<file path="src/rtl/pc_irq_pkg.sv">
package pc_irq_pkg;
    // Widths
    localparam int unsigned PC_W       = 13;
    localparam int unsigned HOLD_W     = 5;
    localparam int unsigned TARGET_W   = 11;
    localparam int unsigned BYTE_W     = 8;
    localparam int unsigned DADDR_W    = 9;
    localparam int unsigned APB_AW     = 10;
    localparam int unsigned APB_DW     = 32;
    localparam int unsigned N_SRC      = 3;
    localparam int unsigned STACK_DEPTH = 8;

    // Register indices; byte address is four times the index
    localparam logic [7:0] IDX_WINDOW      = 8'h00;
    localparam logic [7:0] IDX_PC_LOW      = 8'h02;
    localparam logic [7:0] IDX_POINTER     = 8'h04;
    localparam logic [7:0] IDX_HOLDING     = 8'h0a;
    localparam logic [7:0] IDX_IRQ_CTRL    = 8'h0b;
    localparam logic [7:0] IDX_RESET_CAUSE = 8'h8e;

    // Interrupt control fields
    localparam int unsigned GIE_BIT  = 7;
    localparam int unsigned EN_LSB   = 3;
    localparam int unsigned FLAG_LSB = 0;
    localparam logic [7:0]  IRQ_CTRL_RST = 8'h00;

    // Reset cause fields (a zero marks the cause)
    localparam int unsigned POR_N_BIT = 1;
    localparam int unsigned WDT_N_BIT = 0;
    localparam logic [1:0]  CAUSE_RST = 2'h0;

    // Program counter values
    localparam logic [PC_W-1:0]   PC_RST      = 13'h0000;
    localparam logic [PC_W-1:0]   PC_STEP     = 13'h0001;
    localparam logic [PC_W-1:0]   IRQ_VECTOR  = 13'h0004;
    localparam logic [HOLD_W-1:0] HOLD_RST    = 5'h00;
    localparam logic [BYTE_W-1:0] BYTE_ZERO   = 8'h00;
    localparam int unsigned       FAR_HI_LSB  = 3;
    localparam logic              IND_BANK    = 1'b0;

    // Start-up walk that waits out the cause synchronisers
    typedef enum logic [1:0]
    {
        CAP_WAIT0 = 2'b00,
        CAP_WAIT1 = 2'b01,
        CAP_WAIT2 = 2'b10,
        CAP_DONE  = 2'b11
    } cap_state_t;
endpackage

</file>
<file path="src/rtl/return_stack.sv">
`timescale 1ns/1ps
`default_nettype none
module return_stack
#(
    parameter int unsigned DEPTH = 8,
    parameter int unsigned WIDTH = 13
)
(
    input  wire logic             sys_clk,   // System clock
    input  wire logic             rst_b,     // Async reset, active low
    input  wire logic             push,      // Store push_data
    input  wire logic             pop,       // Drop the top entry
    input  wire logic [WIDTH-1:0] push_data, // Address to save
    output logic      [WIDTH-1:0] top_data   // Most recently saved address
);
    localparam int unsigned PW = $clog2(DEPTH);

    logic [WIDTH-1:0] mem [DEPTH];
    logic [PW-1:0]    sp_r;
    logic [PW-1:0]    sp_nxt;
    logic [PW-1:0]    top_idx;

    // Pointer wraps silently; no overflow or underflow is flagged
    always_comb
    begin
        sp_nxt = sp_r;
        if (push)
        begin
            sp_nxt = sp_r + 1'b1;
        end
        else if (pop)
        begin
            sp_nxt = sp_r - 1'b1;
        end
        top_idx = sp_r - 1'b1;
    end

    always_ff @(posedge sys_clk or negedge rst_b)
    begin
        if (!rst_b)
        begin
            sp_r <= '0;
        end
        else
        begin
            sp_r <= sp_nxt;
        end
    end

    // Entries need no reset; a ninth push overwrites the oldest
    always_ff @(posedge sys_clk)
    begin
        if (push)
        begin
            mem[sp_r] <= push_data;
        end
    end

    assign top_data = mem[top_idx];
endmodule
`default_nettype wire

</file>
<file path="src/rtl/pc_stack_irq_control.sv">
// Overview of operation
// Control register: global enable bit 7, bit 6 reserved, enables 5..3, flags 2..0.
// A flag sets on its source event regardless of any enable bit.
// Interrupt request only when global enable and some flag with enable set.
// Reset cause bits tell power-on, master-clear and watchdog resets apart.
// Program counter is 13 bits; low byte readable, upper bits from holding register.
// Every reset clears the whole program counter.
// Writing the low byte loads holding bits 4..0 into upper counter bits.
// Call and jump take counter bits 12..11 from holding bits 4..3.
// Software computed jumps must mind crossings of 256-byte blocks.
// Eight-entry 13-bit return stack, pointer hidden from software.
// Calls and interrupt vectoring push the program counter.
// Return, return-with-literal and return-from-interrupt pop into the counter.
// Pushes and pops leave the holding register untouched.
// Stack is circular; ninth push overwrites first, tenth the second.
// No stack overflow or underflow indication exists.
// Accessing the indirect window reaches the location the pointer selects.
// Window pointing at itself reads as zero.
// Window pointing at itself writes nothing.
// Indirect address is the zero bank bit above the 8-bit pointer.
//
// Added by the designer: the APB register port.
`timescale 1ns/1ps
`default_nettype none
module pc_stack_irq_control
    import pc_irq_pkg::*;
#(
    parameter logic [pc_irq_pkg::PC_W-1:0] VECTOR_ADDR = pc_irq_pkg::IRQ_VECTOR
)
(
    input  wire logic                                sys_clk,          // 50 MHz clock
    input  wire logic                                rst_b,            // Async reset
    input  wire logic [pc_irq_pkg::APB_AW-1:0]       paddr,            // APB address
    input  wire logic                                psel,             // APB select
    input  wire logic                                penable,          // APB enable
    input  wire logic                                pwrite,           // APB direction
    input  wire logic [pc_irq_pkg::APB_DW-1:0]       pwdata,           // APB write data
    output logic      [pc_irq_pkg::APB_DW-1:0]       prdata,           // APB read data
    output logic                                     pready,           // APB ready
    output logic                                     pslverr,          // APB error
    input  wire logic                                pc_advance,       // Step counter
    input  wire logic                                call_exec,        // Call
    input  wire logic                                goto_exec,        // Jump
    input  wire logic [pc_irq_pkg::TARGET_W-1:0]     jump_target,      // Target low bits
    input  wire logic                                return_exec,      // Return kinds
    input  wire logic                                return_irq_exec,  // Return from irq
    input  wire logic                                irq_vector_take,  // Branch to vector
    output logic      [pc_irq_pkg::PC_W-1:0]         pc_value,         // Program counter
    output logic                                     irq_request,      // Branch wanted
    input  wire logic                                timer_overflow_evt, // Source pulse
    input  wire logic                                ext_edge_evt,     // Source pulse
    input  wire logic                                port_change_evt,  // Source pulse
    input  wire logic                                por_cause_pin,    // Power-on seen
    input  wire logic                                wdt_cause_pin,    // Watchdog seen
    output logic                                     dmem_req,         // Data access
    output logic                                     dmem_we,          // Data write
    output logic      [pc_irq_pkg::DADDR_W-1:0]      dmem_addr,        // Data address
    output logic      [pc_irq_pkg::BYTE_W-1:0]       dmem_wdata,       // Data to write
    input  wire logic [pc_irq_pkg::BYTE_W-1:0]       dmem_rdata,       // Data read
    input  wire logic                                dmem_ack          // Data done
);
    import pc_irq_pkg::*;

    logic [BYTE_W-1:0]  irq_ctrl_r;
    logic [BYTE_W-1:0]  irq_ctrl_nxt;
    logic [N_SRC-1:0]   src_evt;
    logic [N_SRC-1:0]   flag_nxt;
    logic [PC_W-1:0]    pc_r;
    logic [PC_W-1:0]    pc_nxt;
    logic [HOLD_W-1:0]  holding_r;
    logic [HOLD_W-1:0]  holding_nxt;
    logic [BYTE_W-1:0]  ptr_r;
    logic [BYTE_W-1:0]  ptr_nxt;
    logic [1:0]         cause_r;
    logic [1:0]         cause_nxt;
    cap_state_t         cap_r;
    cap_state_t         cap_nxt;
    logic [1:0]         cause_s1_r;
    logic [1:0]         cause_s2_r;
    logic [BYTE_W-1:0]  rdata_r;
    logic [BYTE_W-1:0]  rdata_nxt;
    logic               ind_done_r;
    logic               ind_done_nxt;
    logic               push;
    logic               pop;
    logic [PC_W-1:0]    stack_top;
    logic [7:0]         idx;
    logic               mapped;
    logic               setup;
    logic               access;
    logic               wr_fire;
    logic               ind_sel;
    logic               ind_self;
    logic               ind_ext;
    logic [BYTE_W-1:0]  rd_mux;

    // Address decode; any byte-misaligned access is unmapped
    assign idx    = paddr[APB_AW-1:2];
    assign mapped = (paddr[1:0] == 2'b00) &&
                    (idx == IDX_WINDOW || idx == IDX_PC_LOW || idx == IDX_POINTER ||
                     idx == IDX_HOLDING || idx == IDX_IRQ_CTRL || idx == IDX_RESET_CAUSE);
    assign setup    = psel && !penable;
    assign access   = psel && penable;
    assign ind_sel  = mapped && (idx == IDX_WINDOW);
    assign ind_self = ind_sel && (ptr_r == IDX_WINDOW);
    assign ind_ext  = ind_sel && !ind_self;
    assign pready   = !ind_ext || ind_done_r;
    assign pslverr  = access && !mapped;
    assign wr_fire  = access && pwrite && pready && mapped;

    // Indirect path to data space; waits on the data side's ack
    assign dmem_req   = access && ind_ext && !ind_done_r;
    assign dmem_we    = pwrite;
    assign dmem_addr  = {IND_BANK, ptr_r};
    assign dmem_wdata = pwdata[BYTE_W-1:0];

    // Read mux; counter upper bits are never visible
    always_comb
    begin
        rd_mux = BYTE_ZERO;
        case (idx)
            IDX_PC_LOW:      rd_mux = pc_r[BYTE_W-1:0];
            IDX_POINTER:     rd_mux = ptr_r;
            IDX_HOLDING:     rd_mux = {3'b000, holding_r};
            IDX_IRQ_CTRL:    rd_mux = irq_ctrl_r;
            IDX_RESET_CAUSE: rd_mux = {6'b00_0000, cause_r};
            default:         rd_mux = BYTE_ZERO;
        endcase
    end

    // Read data captured in setup, or from data space on ack
    always_comb
    begin
        rdata_nxt    = rdata_r;
        ind_done_nxt = ind_done_r;
        if (setup)
        begin
            rdata_nxt = rd_mux;
        end
        if (dmem_req && dmem_ack)
        begin
            ind_done_nxt = 1'b1;
            if (!pwrite)
            begin
                rdata_nxt = dmem_rdata;
            end
        end
        if (access && pready)
        begin
            ind_done_nxt = 1'b0;
        end
    end

    always_ff @(posedge sys_clk or negedge rst_b)
    begin
        if (!rst_b)
        begin
            rdata_r    <= BYTE_ZERO;
            ind_done_r <= 1'b0;
        end
        else
        begin
            rdata_r    <= rdata_nxt;
            ind_done_r <= ind_done_nxt;
        end
    end

    assign prdata = {{(APB_DW-BYTE_W){1'b0}}, rdata_r};

    // Flags: event sets win over a software clear in the same cycle
    assign src_evt = {timer_overflow_evt, ext_edge_evt, port_change_evt};
    generate
        for (genvar i = 0; i < N_SRC; i++)
        begin : g_flag
            assign flag_nxt[i] =
                ((wr_fire && idx == IDX_IRQ_CTRL) ? pwdata[FLAG_LSB+i] : irq_ctrl_r[FLAG_LSB+i])
                | src_evt[i];
        end
    endgenerate

    // Global enable drops on vectoring and returns with return-from-irq
    always_comb
    begin
        irq_ctrl_nxt = irq_ctrl_r;
        if (wr_fire && idx == IDX_IRQ_CTRL)
        begin
            irq_ctrl_nxt[GIE_BIT]             = pwdata[GIE_BIT];
            irq_ctrl_nxt[EN_LSB+N_SRC-1:EN_LSB] = pwdata[EN_LSB+N_SRC-1:EN_LSB];
        end
        if (irq_vector_take)
        begin
            irq_ctrl_nxt[GIE_BIT] = 1'b0;
        end
        else if (return_irq_exec)
        begin
            irq_ctrl_nxt[GIE_BIT] = 1'b1;
        end
        irq_ctrl_nxt[GIE_BIT-1] = 1'b0;
        irq_ctrl_nxt[FLAG_LSB+N_SRC-1:FLAG_LSB] = flag_nxt;
    end

    always_ff @(posedge sys_clk or negedge rst_b)
    begin
        if (!rst_b)
        begin
            irq_ctrl_r <= IRQ_CTRL_RST;
        end
        else
        begin
            irq_ctrl_r <= irq_ctrl_nxt;
        end
    end

    assign irq_request = irq_ctrl_r[GIE_BIT] &&
        |(irq_ctrl_r[EN_LSB+N_SRC-1:EN_LSB] & irq_ctrl_r[FLAG_LSB+N_SRC-1:FLAG_LSB]);

    // Counter sequencing; vectoring outranks the instruction in flight
    always_comb
    begin
        pc_nxt      = pc_r;
        push        = 1'b0;
        pop         = 1'b0;
        holding_nxt = holding_r;
        ptr_nxt     = ptr_r;
        if (wr_fire && idx == IDX_HOLDING)
        begin
            holding_nxt = pwdata[HOLD_W-1:0];
        end
        if (wr_fire && idx == IDX_POINTER)
        begin
            ptr_nxt = pwdata[BYTE_W-1:0];
        end
        if (irq_vector_take)
        begin
            push   = 1'b1;
            pc_nxt = VECTOR_ADDR;
        end
        else if (call_exec || goto_exec)
        begin
            push   = call_exec;
            pc_nxt = {holding_r[HOLD_W-1:FAR_HI_LSB], jump_target};
        end
        else if (return_exec || return_irq_exec)
        begin
            pop    = 1'b1;
            pc_nxt = stack_top;
        end
        else if (wr_fire && idx == IDX_PC_LOW)
        begin
            pc_nxt = {holding_r, pwdata[BYTE_W-1:0]};
        end
        else if (pc_advance)
        begin
            pc_nxt = pc_r + PC_STEP;
        end
    end

    // Every reset kind arrives on rst_b and clears the counter
    always_ff @(posedge sys_clk or negedge rst_b)
    begin
        if (!rst_b)
        begin
            pc_r      <= PC_RST;
            holding_r <= HOLD_RST;
            ptr_r     <= BYTE_ZERO;
        end
        else
        begin
            pc_r      <= pc_nxt;
            holding_r <= holding_nxt;
            ptr_r     <= ptr_nxt;
        end
    end

    assign pc_value = pc_r;

    return_stack #(
        .DEPTH (STACK_DEPTH),
        .WIDTH (PC_W)
    ) u_stack (
        .sys_clk   (sys_clk),
        .rst_b     (rst_b),
        .push      (push),
        .pop       (pop),
        .push_data (pc_r),
        .top_data  (stack_top)
    );

    // Cause pins come from the reset logic, so they are synchronised
    always_ff @(posedge sys_clk or negedge rst_b)
    begin
        if (!rst_b)
        begin
            cause_s1_r <= 2'b00;
            cause_s2_r <= 2'b00;
        end
        else
        begin
            cause_s1_r <= {por_cause_pin, wdt_cause_pin};
            cause_s2_r <= cause_s1_r;
        end
    end

    // Cause is caught once after release; software may then rewrite it
    always_comb
    begin
        cap_nxt   = cap_r;
        cause_nxt = cause_r;
        case (cap_r)
            CAP_WAIT0: cap_nxt = CAP_WAIT1;
            CAP_WAIT1: cap_nxt = CAP_WAIT2;
            CAP_WAIT2:
            begin
                cap_nxt = CAP_DONE;
                cause_nxt[POR_N_BIT] = !cause_s2_r[1];
                cause_nxt[WDT_N_BIT] = !cause_s2_r[0] || cause_s2_r[1];
            end
            CAP_DONE:
            begin
                if (wr_fire && idx == IDX_RESET_CAUSE)
                begin
                    cause_nxt = pwdata[1:0];
                end
            end
            default: cap_nxt = CAP_DONE;
        endcase
    end

    always_ff @(posedge sys_clk or negedge rst_b)
    begin
        if (!rst_b)
        begin
            cap_r   <= CAP_WAIT0;
            cause_r <= CAUSE_RST;
        end
        else
        begin
            cap_r   <= cap_nxt;
            cause_r <= cause_nxt;
        end
    end

    // Checks
    a_flag_set_event: assert property (@(posedge sys_clk) disable iff (!rst_b)
        timer_overflow_evt |=> irq_ctrl_r[FLAG_LSB+2])
        else $error("flag missed its event");
    a_irq_from_event: assert property (@(posedge sys_clk) disable iff (!rst_b)
        irq_ctrl_r[GIE_BIT] && (src_evt & irq_ctrl_r[5:3]) != 3'b000 && !irq_vector_take
        && !(wr_fire && idx == IDX_IRQ_CTRL) |=> irq_request)
        else $error("event did not raise request");
    a_pc_low_load: assert property (@(posedge sys_clk) disable iff (!rst_b)
        (wr_fire && idx == IDX_PC_LOW && !irq_vector_take && !call_exec && !goto_exec
         && !return_exec && !return_irq_exec)
        |=> pc_r == {$past(holding_r), $past(pwdata[7:0])})
        else $error("low byte write load wrong");
    a_call_upper_bits: assert property (@(posedge sys_clk) disable iff (!rst_b)
        (call_exec && !irq_vector_take) |=> pc_r[12:11] == $past(holding_r[4:3])
        && pc_r[10:0] == $past(jump_target))
        else $error("call target wrong");
    a_call_return_pair: assert property (@(posedge sys_clk) disable iff (!rst_b)
        (call_exec && !irq_vector_take) ##1 (return_exec && !irq_vector_take
        && !call_exec && !goto_exec) |=> pc_r == $past(pc_r, 2))
        else $error("return address lost");
    a_holding_kept: assert property (@(posedge sys_clk) disable iff (!rst_b)
        (push || pop) && !(wr_fire && idx == IDX_HOLDING) |=> $stable(holding_r))
        else $error("holding changed by stack");
    a_window_self: assert property (@(posedge sys_clk) disable iff (!rst_b)
        (access && ind_self) |-> !dmem_req && pready ##1 (pwrite || prdata == 32'h0000_0000))
        else $error("self window access wrong");
    a_indirect_addr: assert property (@(posedge sys_clk) disable iff (!rst_b)
        dmem_req |-> dmem_addr == {1'b0, ptr_r} && ptr_r != IDX_WINDOW)
        else $error("indirect address wrong");
endmodule
`default_nettype wire

</file>
<file path="config.mk">
export PLATFORM = sky130hd
export DESIGN_NAME = pc_stack_irq_control
export DESIGN_NICKNAME = d
export VERILOG_FILES = /design/src/rtl/pc_irq_pkg.sv /design/src/rtl/return_stack.sv /design/src/rtl/pc_stack_irq_control.sv
export SDC_FILE = /design/constraint.sdc
export NUM_CORES = 1
export LEC_CHECK = 0
export BUFFER_PORTS_ARGS = -buffer_cell sky130_fd_sc_hd__buf_2
export CORE_ASPECT_RATIO = 1.25
export CORE_UTILIZATION = 35
export DETAILED_ROUTE_END_ITERATION = 8
export RECOVER_POWER = 100
export SYNTH_ARGS = -nofsm -noshare
export SYNTH_HDL_FRONTEND = slang
export SYNTH_SLANG_ARGS = --single-unit
</file>
<file path="constraint.sdc">
create_clock -name sys_clk -period 5.1 [get_ports sys_clk]
set_clock_uncertainty 0.2 [all_clocks]
set_input_delay 1.02 -clock sys_clk [delete_from_list [all_inputs] [get_ports sys_clk]]
set_output_delay 1.02 -clock sys_clk [all_outputs]
set_load 0.05 [all_outputs]
</file>
# [After elaboration in Yosys (flattened, before gate mapping)]
# Memories as Yosys holds them, arrays and structs flattened.
# Cells that the tools add are included.
# W data, S select, Z words.
[totals] latchBits=0 elab_cells=107 romBits=0 output_inout_bits=67 regBits=53 in_bits=78 ramBits=104 memories=1
[op_classes] bitwise_logic=4 reduce_logical=48 mul=0 addsub=3 order_cmp=0 n_mux=29 n_eq_ne=9 div=0 shift=0
[mem_list] name="u_stack.mem" words=8 width=13 read_ports=1 rd_ports_with_merged_regs=0 wr=1 line="return_stack.sv:18" source="logic [WIDTH-1:0] mem [DEPTH];"
[op_table] cell="$mux W13" n=5
[op_table] cell="$pmux W8 S5" n=1
[op_table] cell="$mux W8" n=3
[op_table] cell="$logic_and A1 B1 Y1" n=20
[op_table] cell="$eq A8 B4 Y1 const B" n=2
[op_table] cell="$logic_not A8 Y1" n=2
[op_table] cell="$mux W1" n=15
[op_table] cell="$add A13 B1 Y13 const B" n=1
[op_table] cell="$logic_or A1 B1 Y1" n=9
[op_table] cell="$eq A8 B2 Y1 const B" n=1
[op_table] cell="$eq A8 B3 Y1 const B" n=1
[op_table] cell="$eq A8 B8 Y1 const B" n=1
[op_table] cell="$logic_not A1 Y1" n=7
[op_table] cell="$mux W3" n=2
[op_table] cell="$pmux W2 S3" n=1
[op_table] cell="$reduce_bool A2 Y1" n=3
[op_table] cell="$reduce_bool A3 Y1" n=2
[op_table] cell="$reduce_bool A5 Y1" n=1
[op_table] cell="$eq A2 B2 Y1 const B" n=2
[op_table] cell="$logic_not A2 Y1" n=2
[op_table] cell="$pmux W2 S2" n=1
[op_table] cell="$add A3 B1 Y3 const B" n=1
[op_table] cell="$and A3 B3 Y3" n=1
[op_table] cell="$or A1 B1 Y1" n=3
[op_table] cell="6 further kinds" n=6

# [Depth between registers and ports, before layout]
# Gate-level depths: netlist of the first run.
[logic_depth] ltp_word=20 depth_mapped=11 depth_no_buf=7

# [Modules after synthesis]
# Synthesis of the first run repeated with hierarchy kept, for this count alone.
[hier_totals] cells_unflattened=637 hier_area_um2=7858.8
[by_module_without_submodules] module="return_stack" seq_area_each_um2=3198.1 cells_per_inst=267 instances=1 area_per_inst_um2=4377.9
[by_module_without_submodules] module="pc_stack_irq_control" seq_area_each_um2=1251.2 cells_per_inst=370 instances=1 area_per_inst_um2=3480.8

# [Least setup slack after synthesis of the first run]
# No wires, ideal clock.
[synth_path] kind="in2out" start="input paddr[4] (netlist bit)" end="output dmem_req" setup_slack_ns=1.009 required_ns=3.880 t_arrival_ns=2.871 n_path_buf=1 path_stages=4 cell_sequence="buf_2 > nor4b_2 > nand4_1 > nor2_1"
[synth_between] elab_chain_len=13 elab_cells_between_ends=18 cone_classes="eq/ne: 5; reduce/logical: 13"
[synth_lines] element="start: declaration" line="pc_stack_irq_control.sv:33" source="input wire logic [pc_irq_pkg::APB_AW-1:0] paddr,"
[synth_lines] element="$eq A8 B2 Y1 / $logic_not A8 Y1 (equally long branches)" line="pc_stack_irq_control.sv:100, pc_stack_irq_control.sv:104"
[synth_lines] element="$logic_or A1 B1 Y1 (3 in a row)" line="pc_stack_irq_control.sv:100" source="(idx == IDX_WINDOW || idx == IDX_PC_LOW || idx == IDX_POINTER ||"
[synth_lines] element="$logic_or A1 B1 Y1 (2 in a row)" line="pc_stack_irq_control.sv:101" source="idx == IDX_HOLDING || idx == IDX_IRQ_CTRL || idx == IDX_RESET_CAUSE);"
[synth_lines] element="$logic_and A1 B1 Y1" line="pc_stack_irq_control.sv:99" source="assign mapped = (paddr[1:0] == 2'b00) &&"
[synth_lines] element="$logic_and A1 B1 Y1 *" line="pc_stack_irq_control.sv:104" source="assign ind_sel = mapped && (idx == IDX_WINDOW);"
[synth_lines] element="$logic_and A1 B1 Y1" line="pc_stack_irq_control.sv:105" source="assign ind_self = ind_sel && (ptr_r == IDX_WINDOW);"
[synth_lines] element="$logic_not A1 Y1" line="pc_stack_irq_control.sv:106" source="assign ind_ext = ind_sel && !ind_self;"
[synth_lines] element="$logic_and A1 B1 Y1 *" line="pc_stack_irq_control.sv:106"
[synth_lines] element="$logic_and A1 B1 Y1 * (2 in a row)" line="pc_stack_irq_control.sv:112" source="assign dmem_req = access && ind_ext && !ind_done_r;"
[synth_lines] element="end: declaration" line="pc_stack_irq_control.sv:55" source="output logic dmem_req,"
# Every way passes the cells marked *; elsewhere a longest branch is shown, timed or not.

# [Worst setup path after layout of the first run]
[layout_path] start="input paddr[2] (netlist bit)" end="output pslverr"
[layout_between] elab_chain_len=9 elab_cells_between_ends=14 cone_classes="eq/ne: 5; reduce/logical: 9"
[layout_lines] element="$eq A8 B2 Y1 / $logic_not A8 Y1 (equally long branches)" line="pc_stack_irq_control.sv:100"
[layout_lines] element="$logic_or A1 B1 Y1 (3 in a row)" line="pc_stack_irq_control.sv:100"
[layout_lines] element="$logic_or A1 B1 Y1" line="pc_stack_irq_control.sv:101"
[layout_lines] element="$logic_or A1 B1 Y1 *" line="pc_stack_irq_control.sv:101"
[layout_lines] element="$logic_and A1 B1 Y1 *" line="pc_stack_irq_control.sv:99"
[layout_lines] element="$logic_not A1 Y1 *" line="pc_stack_irq_control.sv:108" source="assign pslverr = access && !mapped;"
[layout_lines] element="$logic_and A1 B1 Y1 *" line="pc_stack_irq_control.sv:108"
[layout_lines] element="end: declaration" line="pc_stack_irq_control.sv:40" source="output logic pslverr,"
# Marked as above.

==> metrics.txt, run 1 <==
worst hold path class=register to register; largest family of logic cells by synthesized area=multiplexers; Min-Delay Path Depth=0; maximum clock insertion buffer count=2; chip width=133 um; top-area cell type share of the netlist area=41.7%; Async SR Flop Fraction=33.8%; Yosys warnings=0; FF+latch count, synth=157; DRT antenna net count=0; worst path cell trace=clkbuf_1, nor2_1, a21oi_1, a2bb2oi_1, o21ai_0, a31oi_1, clkbuf_1; Seq/Total Area, Yosys=59.4%; CTS Hold Bufs=0; crit-path max FO=14; pwr dens=494 nW/um2; H-Tree Depth=4; met1 Track Usage GR=21.4%; Overall Global Routing Usage=17.3%; crit end category=primary output; XOR/XNOR Fraction of Synth Area=0.701%; Placed Instances=896; CP Data Arrival Time=2.82 ns; GRT met3 Usage=3.73%; routed via count=5002; Area contributors post-synth=edfxtp_1 42%, dfrtp_1 18%, mux4_2 7.8%; antenna violations before repair=0; Worst Reg2Reg Path Length in Cells=3; Max Clock Freq=247 MHz; Lkg Pwr=3.22 nW; gr busiest metal=met2; Max Cap Viol=2; EDFF count, synth=104; # port buffers=95; multiplexer area fraction after synthesis=12.8%; Worst path slowest cell=clkbuf_1; Min Hold Slack=0.152 ns; layout cells sized above 1=21.6%; Cell Area, Synth=7500 um2; adder-cell share of the synthesized area=1.17%; CTS tree=built; WL per Instance=20.0 um; setup TNS=0 ns; Mapped Avg Cell Area=13.6 um2; clock tree sinks=157; Setup Fix Bufs, Post-CTS=0; status=finished, violations left; largest net degree at the start of global routing=54; clock buffer count from CTS=17; CP Launch Type=primary input; worst r2r src=u_stack.sp_r[0]$_DFFE_PN0P_; Slew @ Worst Pin=2.95 ns; Vias/cell=5.39; Finished Layout Cells=928; RSZ-0062 raised after global routing=false; post-CTS sizing=0; die height=166 um; # setup viols final=0; failing checks=capacitance limit, slew limit; GPL Wtd Cong=0.835; WS Path Type=primary input to primary output; Synth Area in Compound Gates=7.85%; reg2reg setup slack=2.04 ns; fin util=41.3%; drt first pass iters=5; CP most frequent cell=clkbuf_1; grt ovf=0; Initial DRC Count=490; fin nets=726; global-route wire length before repair=28500 um; required time of the critical path=3.88 ns; later-pin clock latency in the skew report=0.42 ns; Final Max Slew Viols=68; DR DRC count=0; Hold Startpoint=cause_s1_r[0]$_DFF_PN0_; vias in the first global route=4932; HPWL after DPL=12700 um; starting density of the core=35.9%; met2 Usage GRT=29.7%; Worst-path clk slew=0.07 ns; Final Hold Viols=0; Worst Hold End=cause_s2_r[0]$_DFF_PN0_; area grow syn2layout=15.0%; Slew HR=-96.7%; area leader, netlist=edfxtp_1; Syn Inst Count=553; Die Area=22000 um2; drt total wl=18500 um; CP peak stage delay=0.60 ns; Post-synth top cells=104 x edfxtp_1, 53 x dfrtp_1, 35 x buf_4, 29 x nor2_1, 27 x nand2_1; most frequent cell after synthesis=edfxtp_1; Simple-Gate Fraction of Synth Area=12.1%; # IOs=145; maximum vdd drop=243 uV; Core ar.=20900 um2; fillcell total=1976; diode count=0; Cell Rows=59; dominant synthesized flop cell=edfxtp_1; Root Buffer=clkbuf_16; period utilisation layout=79.3%; Tmin final=4.04 ns; count of cell types in the netlist=63; worst flop-to-flop path endpoint=u_stack.mem[7][1]$_DFFE_PP_
worst max path at each step:
stage,start,end,slack (ns),depth (start not counted)
after floorplan,paddr[4],dmem_req,1.01,4
after global placement,paddr[1],pc_value[5]$_DFFE_PN0P_,1.33,6
after detailed placement,paddr[1],pc_value[5]$_DFFE_PN0P_,1.28,6
after CTS,paddr[2],pslverr,1.64,7
after global routing,rst_b,u_stack.sp_r[0]$_DFFE_PN0P_,0.78,2
final,paddr[2],pslverr,1.06,7
cells by family after synthesis:
family	after synthesis
xor+xnor	6
compound gates	86
flops	157
mux	61
fa+ha+maj	7
buf+inv	78
other cells	1
simple gates	157
per-stage QoR:
| step | power, mW | setup slack, ns | area (um2) |
|---|---|---|---|
| 3_5_place_dp | 2.98 | 1.28 | 8130 |
| 4_1_cts | 4.33 | 1.64 | 8770 |
| 3_3_place_gp | 2.94 | 1.33 | 8130 |
| 5_1_grt | 4.44 | 0.785 | 8620 |
| 2_1_floorplan | 2.61 | 1.01 | 7590 |
| 6_report | 4.26 | 1.06 | 8620 |
layer usage:
metal / share of wire [%] / wire length [um]
met5: 0 / 0
met1: 42 / 7720
met4: 1.9 / 351
met3: 4.9 / 909
met2: 52 / 9560
worst max-delay path: cells and delay by family:
| kind | cells | cell delay, ns |
|---|---|---|
| AOI/OAI and AO/OA | 4 | 0.59 |
| buffers and inverters | 2 | 1.10 |
| and+or+nand+nor | 1 | 0.11 |
state kept, by name, indices dropped and copies added (netlist names):
name / flops
rdata_r: 8
holding_r: 5
cause_s1_r: 2
u_stack.mem: 104
ptr_r: 8
ind_done_r: 1
irq_ctrl_r: 7
cause_r: 2
cap_r: 2
cause_s2_r: 2
pc_value: 13
u_stack.sp_r: 3
final cells by class:
class	count	area, um2	area share, %
Clock buffer	17	425	4.93
Clock inverter	15	209	2.42
Inverter	16	60.1	0.696
Multi-Input combinational cell	342	2660	30.8
Sequential cell	157	4450	51.6
Tap cell	274	343	3.98
Timing Repair Buffer	107	479	5.56
cells in the final DEF (no fill, tap or decap), types with 5 or more instances in the layout:
master	count
inv_1	16
o22ai_1	16
conb_1	25
o21ai_0	17
or4_1	6
nand4_1	9
buf_2	50
nand2_1	27
ha_1	7
mux4_2	26
edfxtp_1	104
a31oi_1	9
a21oi_1	10
nor2b_1	7
o31ai_1	5
dfrtp_1	52
clkbuf_16	17
nor3_1	12
mux2i_1	16
nor4_1	9
clkbuf_1	53
nor2_1	30
mux2_2	19
nand3_1	25
report_power, final:
group	internal, mW	leakage (nW)	total, mW	switching (mW)
logic	0.433	1.30	1.13	0.696
registers	1.64	1.62	1.78	0.136
clock network	0.827	0.296	1.35	0.527
No activity file was read; power rests on OpenSTA's default activity.
==> inputs of run 2 (changes only) <==
==> constraint.sdc (replaced) <==
create_clock -name sys_clk -period 3.55 [get_ports sys_clk]
set_clock_uncertainty 0.2 [all_clocks]
set_input_delay 0.71 -clock sys_clk [delete_from_list [all_inputs] [get_ports sys_clk]]
set_output_delay 0.71 -clock sys_clk [all_outputs]
set_load 0.05 [all_outputs]
==> run 2 against run 1 <==
Effect of this change: the flow now finishes without violations; register-to-register slack worse by 1.6 ns; worst hold slack worse by 0.0029 ns; clock power is 32% higher; critical path depth is 3 lower; core utilization is 0.16 points higher; clock-buffer cell count stayed put; via count is 1.5% higher; power is 40% higher; flip-flop and latch count stayed put; largest cell class unchanged.
==> metrics.txt, run 2 (same netlist as run 1, synthesis figures left out) <==
starting density of the core=35.9%; Final Max Slew Viols=0; switching share of power=33.5%; # port buffers=95; Reg area=4450 um2; maximum vdd drop=277 uV; routed via count=5077; grt ovf=0; Finished Layout Cells=939; DRT antenna net count=0; global-route wire length before repair=30000 um; Max Clock Freq=325 MHz; antenna violations before repair=1; GPL Wtd Cong=0.861; Cell Rows=59; clock buffer count from CTS=17; crit-path max FO=32; DR DRC count=0; CTS Hold Bufs=0; die height=166 um; clock tree sinks=157; worst flop-to-flop path endpoint=u_stack.mem[1][7]$_DFFE_PP_; diode count=0; most frequent cells in the layout=104 x edfxtp_1, 56 x clkbuf_1, 52 x dfrtp_1, 50 x buf_2, 30 x nor2_1; area grow syn2layout=15.5%; HPWL after DPL=13300 um; area of the multi-input gates=2680 um2; fillcell total=1951; status=completed; Slew HR=12.9%; Hold Startpoint=cause_s1_r[1]$_DFF_PN0_; Worst-path clk slew=0.06 ns; Final Hold Viols=0; Root Buffer=clkbuf_16; reg2reg setup slack=0.48 ns; CP Launch Type=register; setup TNS=0 ns; Slew @ Worst Pin=1.31 ns; WL per Instance=20.5 um; H-Tree Depth=4; layout cells sized above 1=23.2%; CTS tree=built; Largest register FFs=104; crit end category=register; Die Area=22000 um2; largest net degree at the start of global routing=33; drt first pass iters=6; Tmin final=3.07 ns; vias in the first global route=5152; # setup viols final=0; Biggest register=u_stack.mem; cell-internal power=3.97 mW; Initial DRC Count=399; Lkg Pwr=3.25 nW; # IOs=145; Setup Fix Bufs, Post-CTS=0; maximum clock insertion buffer count=2; period utilisation layout=86.6%; WS Path Type=register to register; Sequential Power Share=42.7%; drt total wl=19200 um; switching pwr=2.00 mW; worst hold path class=register to register; chip width=133 um; Placed Instances=907; commonest non-fill, non-tap cell in the layout=edfxtp_1; Worst Hold End=cause_s2_r[1]$_DFF_PN0_; fin nets=737; later-pin clock latency in the skew report=0.43 ns; Worst Reg2Reg Path Length in Cells=4; post-CTS sizing=0; RSZ-0062 raised after global routing=false; Gate power share=27.5%; Overall Global Routing Usage=18.2%; required time of the critical path=3.40 ns; Min-Delay Path Depth=0; Vias/cell=5.41; Core ar.=20900 um2; Clock power frac=29.8%; Max Cap Viol=0; pwr dens=690 nW/um2; worst r2r src=u_stack.sp_r[0]$_DFFE_PN0P_; CP Data Arrival Time=2.92 ns
==> run 2: changes by cell type in the layout (fill, tap and decap cells not counted), sizes merged <==
| cell | change |
|---|---|
| clkinv | +2 |
| clkinvlp | -2 |
| bufinv | -3 |
| inv | +3 |
| clkbuf | +5 |
| buf | +6 |
==> run 2: cell type report <==
class / count / share of cell area, %
Timing Repair Buffer: 118 / 6.30
Sequential cell: 157 / 51.4
Inverter: 16 / 0.694
Clock inverter: 15 / 1.75
Clock buffer: 17 / 4.91
Tap cell: 274 / 3.96
Multi-Input combinational cell: 342 / 31.0
==> run 2: routing by layer <==
layer | vias up | wire length [um] | track usage (%)
met2 | 239 | 9770 | 30.0
met5 | - | 13 | 0
met4 | 2 | 461 | 8.30
met3 | 33 | 1060 | 3.52
li1 | 2285 | - | -
met1 | 2518 | 7900 | 23.2
==> run 2: through the flow <==
stage / setup WS [ns] / cell area (um2) / hold slack, ns / power, mW / util [%]
2_1_floorplan: 0.0789 / 7590 / 0.131 / 3.75 / -
3_3_place_gp: 0.646 / 8210 / 0.133 / 4.23 / 39.3
3_5_place_dp: 0.593 / 8210 / 0.136 / 4.30 / 39.3
4_1_cts: 0.687 / 8790 / 0.0685 / 6.07 / 42.1
5_1_grt: 0.298 / 8660 / 0.161 / 6.21 / 41.4
6_report: 0.477 / 8660 / 0.149 / 5.97 / 41.4
==> run 2: how the worst max path moves through the flow <==
stage	start	to	cells after the start	slack, ns
6_report	u_stack.sp_r[0]$_DFFE_PN0P_	u_stack.mem[1][7]$_DFFE_PP_	4	0.48
3_3_place_gp	paddr[1]	pc_value[12]$_DFFE_PN0P_	6	0.65
3_5_place_dp	paddr[1]	pc_value[12]$_DFFE_PN0P_	6	0.59
2_1_floorplan	paddr[4]	dmem_req	4	0.08
4_1_cts	paddr[2]	pslverr	7	0.69
5_1_grt	u_stack.sp_r[0]$_DFFE_PN0P_	u_stack.mem[1][7]$_DFFE_PP_	4	0.30
==> run 2: power groups by stage <==
| stage | logic (mW) | registers, mW | clock network, mW |
|---|---|---|---|
| 4_1_cts | 1.72 | 2.55 | 1.80 |
| 6_report | 1.64 | 2.55 | 1.78 |
| 3_5_place_dp | 1.72 | 2.58 | 0 |
| 2_1_floorplan | 1.13 | 2.62 | 0 |
| 3_3_place_gp | 1.68 | 2.55 | 0 |
| 5_1_grt | 1.76 | 2.58 | 1.87 |
==> run 2: worst max-delay path, stage by stage (launching register included) <==
cell and delay (ns):
dfrtp_2 0.35, buf_4 0.50, o21ai_0 0.36, nor3_1 0.50, clkbuf_1 0.77
==> inputs of run 3 (changes only) <==
--- a/config.mk
+++ b/config.mk
@@ -7,9 +7,11 @@
 export LEC_CHECK = 0
 export BUFFER_PORTS_ARGS = -buffer_cell sky130_fd_sc_hd__buf_2
 export CORE_ASPECT_RATIO = 1.25
-export CORE_UTILIZATION = 35
+export CORE_UTILIZATION = 50
 export DETAILED_ROUTE_END_ITERATION = 8
+export PLACE_DENSITY = 0.76
 export RECOVER_POWER = 100
+export SLEW_MARGIN = 20
 export SYNTH_ARGS = -nofsm -noshare
 export SYNTH_HDL_FRONTEND = slang
 export SYNTH_SLANG_ARGS = --single-unit
==> run 3 against run 2 <==
Effect of this change: the run now ends with DRC, capacitance limit, slew limit left; highest routed layer is now met4; worst hold slack improved by 0.0047 ns; critical path depth rose by 3; via count rose by 0.98%; clock-buffer cell count rose by 6; non-clock buffer count fell by 1; combinational power fell by 3%; die area fell by 30%; cell area fell by 1.3%; setup slack got worse by 0.057 ns; sequential power barely moved; global-route usage rose by 6.1 points.
==> metrics.txt, run 3 (same netlist as run 1, synthesis figures left out) <==
status=finished, violations left; failing checks=DRC, capacitance limit, slew limit; Root Buffer=clkbuf_16; layout cells sized above 1=22.9%; Max Cap Viol=1; fillcell total=1176; RSZ-0062 raised after global routing=false; Sequential Power Share=43.2%; CP Depth=7; global-route wire length before repair=28700 um; Worst path slowest cell=ha_1; setup TNS=0 ns; CTS tree=built; Biggest register=u_stack.mem; WS Path Type=register to register; CP peak stage delay=0.59 ns; Slew HR=-49.0%; grt ovf=0; Final Worst Setup Slack=0.420 ns; vias in the first global route=5225; Reg area=4450 um2; clock tree sinks=157; clock buffer count from CTS=17; CP Buf/Inv Count=2; Die Area=15500 um2; crit-path max FO=19; Cell Rows=49; Top Family by Delay on Critical Path=buffers and inverters; most frequent cells in the layout=104 x edfxtp_1, 57 x clkbuf_1, 52 x dfrtp_1, 50 x buf_2, 30 x nor2_1; H-Tree Depth=4; CP Data Arrival Time=3.25 ns; fin nets=736; required time of the critical path=3.67 ns; Lkg Pwr=3.26 nW; DR DRC count=6; CP Launch Type=register; switching share of power=32.1%; HPWL after DPL=12300 um; largest net degree at the start of global routing=40; die height=139 um; pwr dens=693 nW/um2; crit end category=register; final instance area=8550 um2; Gate power share=26.9%; starting density of the core=51.6%; routed via count=5127; switching pwr=1.90 mW; Min Hold Slack=0.154 ns; # setup viols final=0; commonest non-fill, non-tap cell in the layout=edfxtp_1; area of the multi-input gates=2690 um2; Slew @ Worst Pin=2.23 ns; antenna violations before repair=0; GPL Wtd Cong=0.887; Worst-path clk slew=0.06 ns; period utilisation layout=88.2%; Max Clock Freq=319 MHz; worst path cell trace=inv_1, ha_1, clkbuf_2, mux4_2, o22ai_1, or4_1, a32oi_1; Initial DRC Count=632; pre-CTS setup slack=0.413 ns; area grow syn2layout=14.0%; drt total wl=17900 um; CTS Hold Bufs=0; Core ar.=14500 um2; maximum clock insertion buffer count=2; maximum vdd drop=260 uV; diode count=0; drt first pass iters=9; Worst Reg2Reg Path Length in Cells=7; post-CTS sizing=0; cell-internal power=4.02 mW; Min-Delay Path Depth=0; WL per Instance=21.2 um; Final Max Slew Viols=40; Largest register FFs=104; Vias/cell=6.09; # IOs=145; Clock power frac=29.9%; later-pin clock latency in the skew report=0.42 ns; Setup Fix Bufs, Post-CTS=0; Overall Global Routing Usage=24.4%; chip width=112 um; Final Power=5.92 mW; worst hold path class=register to register; Tmin final=3.13 ns; # port buffers=95; Final Hold Viols=0; Area after DPL=8090 um2; DRT antenna net count=0
-- run 3: worst paths after layout --
check | startpoint | to | slack, ns
min in group asynchronous | rst_b | ptr_r[2]$_DFFE_PN0P_ | 0.75
max reg2reg | u_stack.sp_r[1]$_DFFE_PN0P_ | pc_value[12]$_DFFE_PN0P_ | 0.42
max | u_stack.sp_r[1]$_DFFE_PN0P_ | pc_value[12]$_DFFE_PN0P_ | 0.42
min | cause_s1_r[1]$_DFF_PN0_ | cause_s2_r[1]$_DFF_PN0_ | 0.15
max in group asynchronous | rst_b | u_stack.sp_r[0]$_DFFE_PN0P_ | 0.94
min reg2reg | cause_s1_r[1]$_DFF_PN0_ | cause_s2_r[1]$_DFF_PN0_ | 0.15
-- run 3: metal layers --
metal	up-vias	wire length, um	global-route usage, %
met5	-	0	0
met4	0	389	10.5
met3	30	1270	4.59
met2	280	9210	40.8
met1	2536	7010	31.1
li1	2281	-	-
-- run 3: power groups by stage --
stage | Clock [mW] | Combinational, mW | Sequential [mW]
after floorplan | 0 | 1.13 | 2.62
after global placement | 0 | 1.62 | 2.55
after detailed placement | 0 | 1.65 | 2.58
after CTS | 1.78 | 1.66 | 2.55
after global routing | 1.87 | 1.71 | 2.59
final | 1.77 | 1.59 | 2.56
-- run 3: final cells by class --
type	instances	share of cell area, %
clock buffers	23	6.02
clock inverters	9	0.835
inverters	16	0.703
multi-input cells	342	31.4
flip-flops and latches	157	52.1
well taps	178	2.61
repair buffers	117	6.33
-- run 3: stage by stage --
stage          utilization [%]  cells
6_report                  58.8    842
5_1_grt                   58.8    842
4_1_cts                   59.7    842
3_5_place_dp              55.6    810
3_3_place_gp              55.6    810
2_1_floorplan                -    577
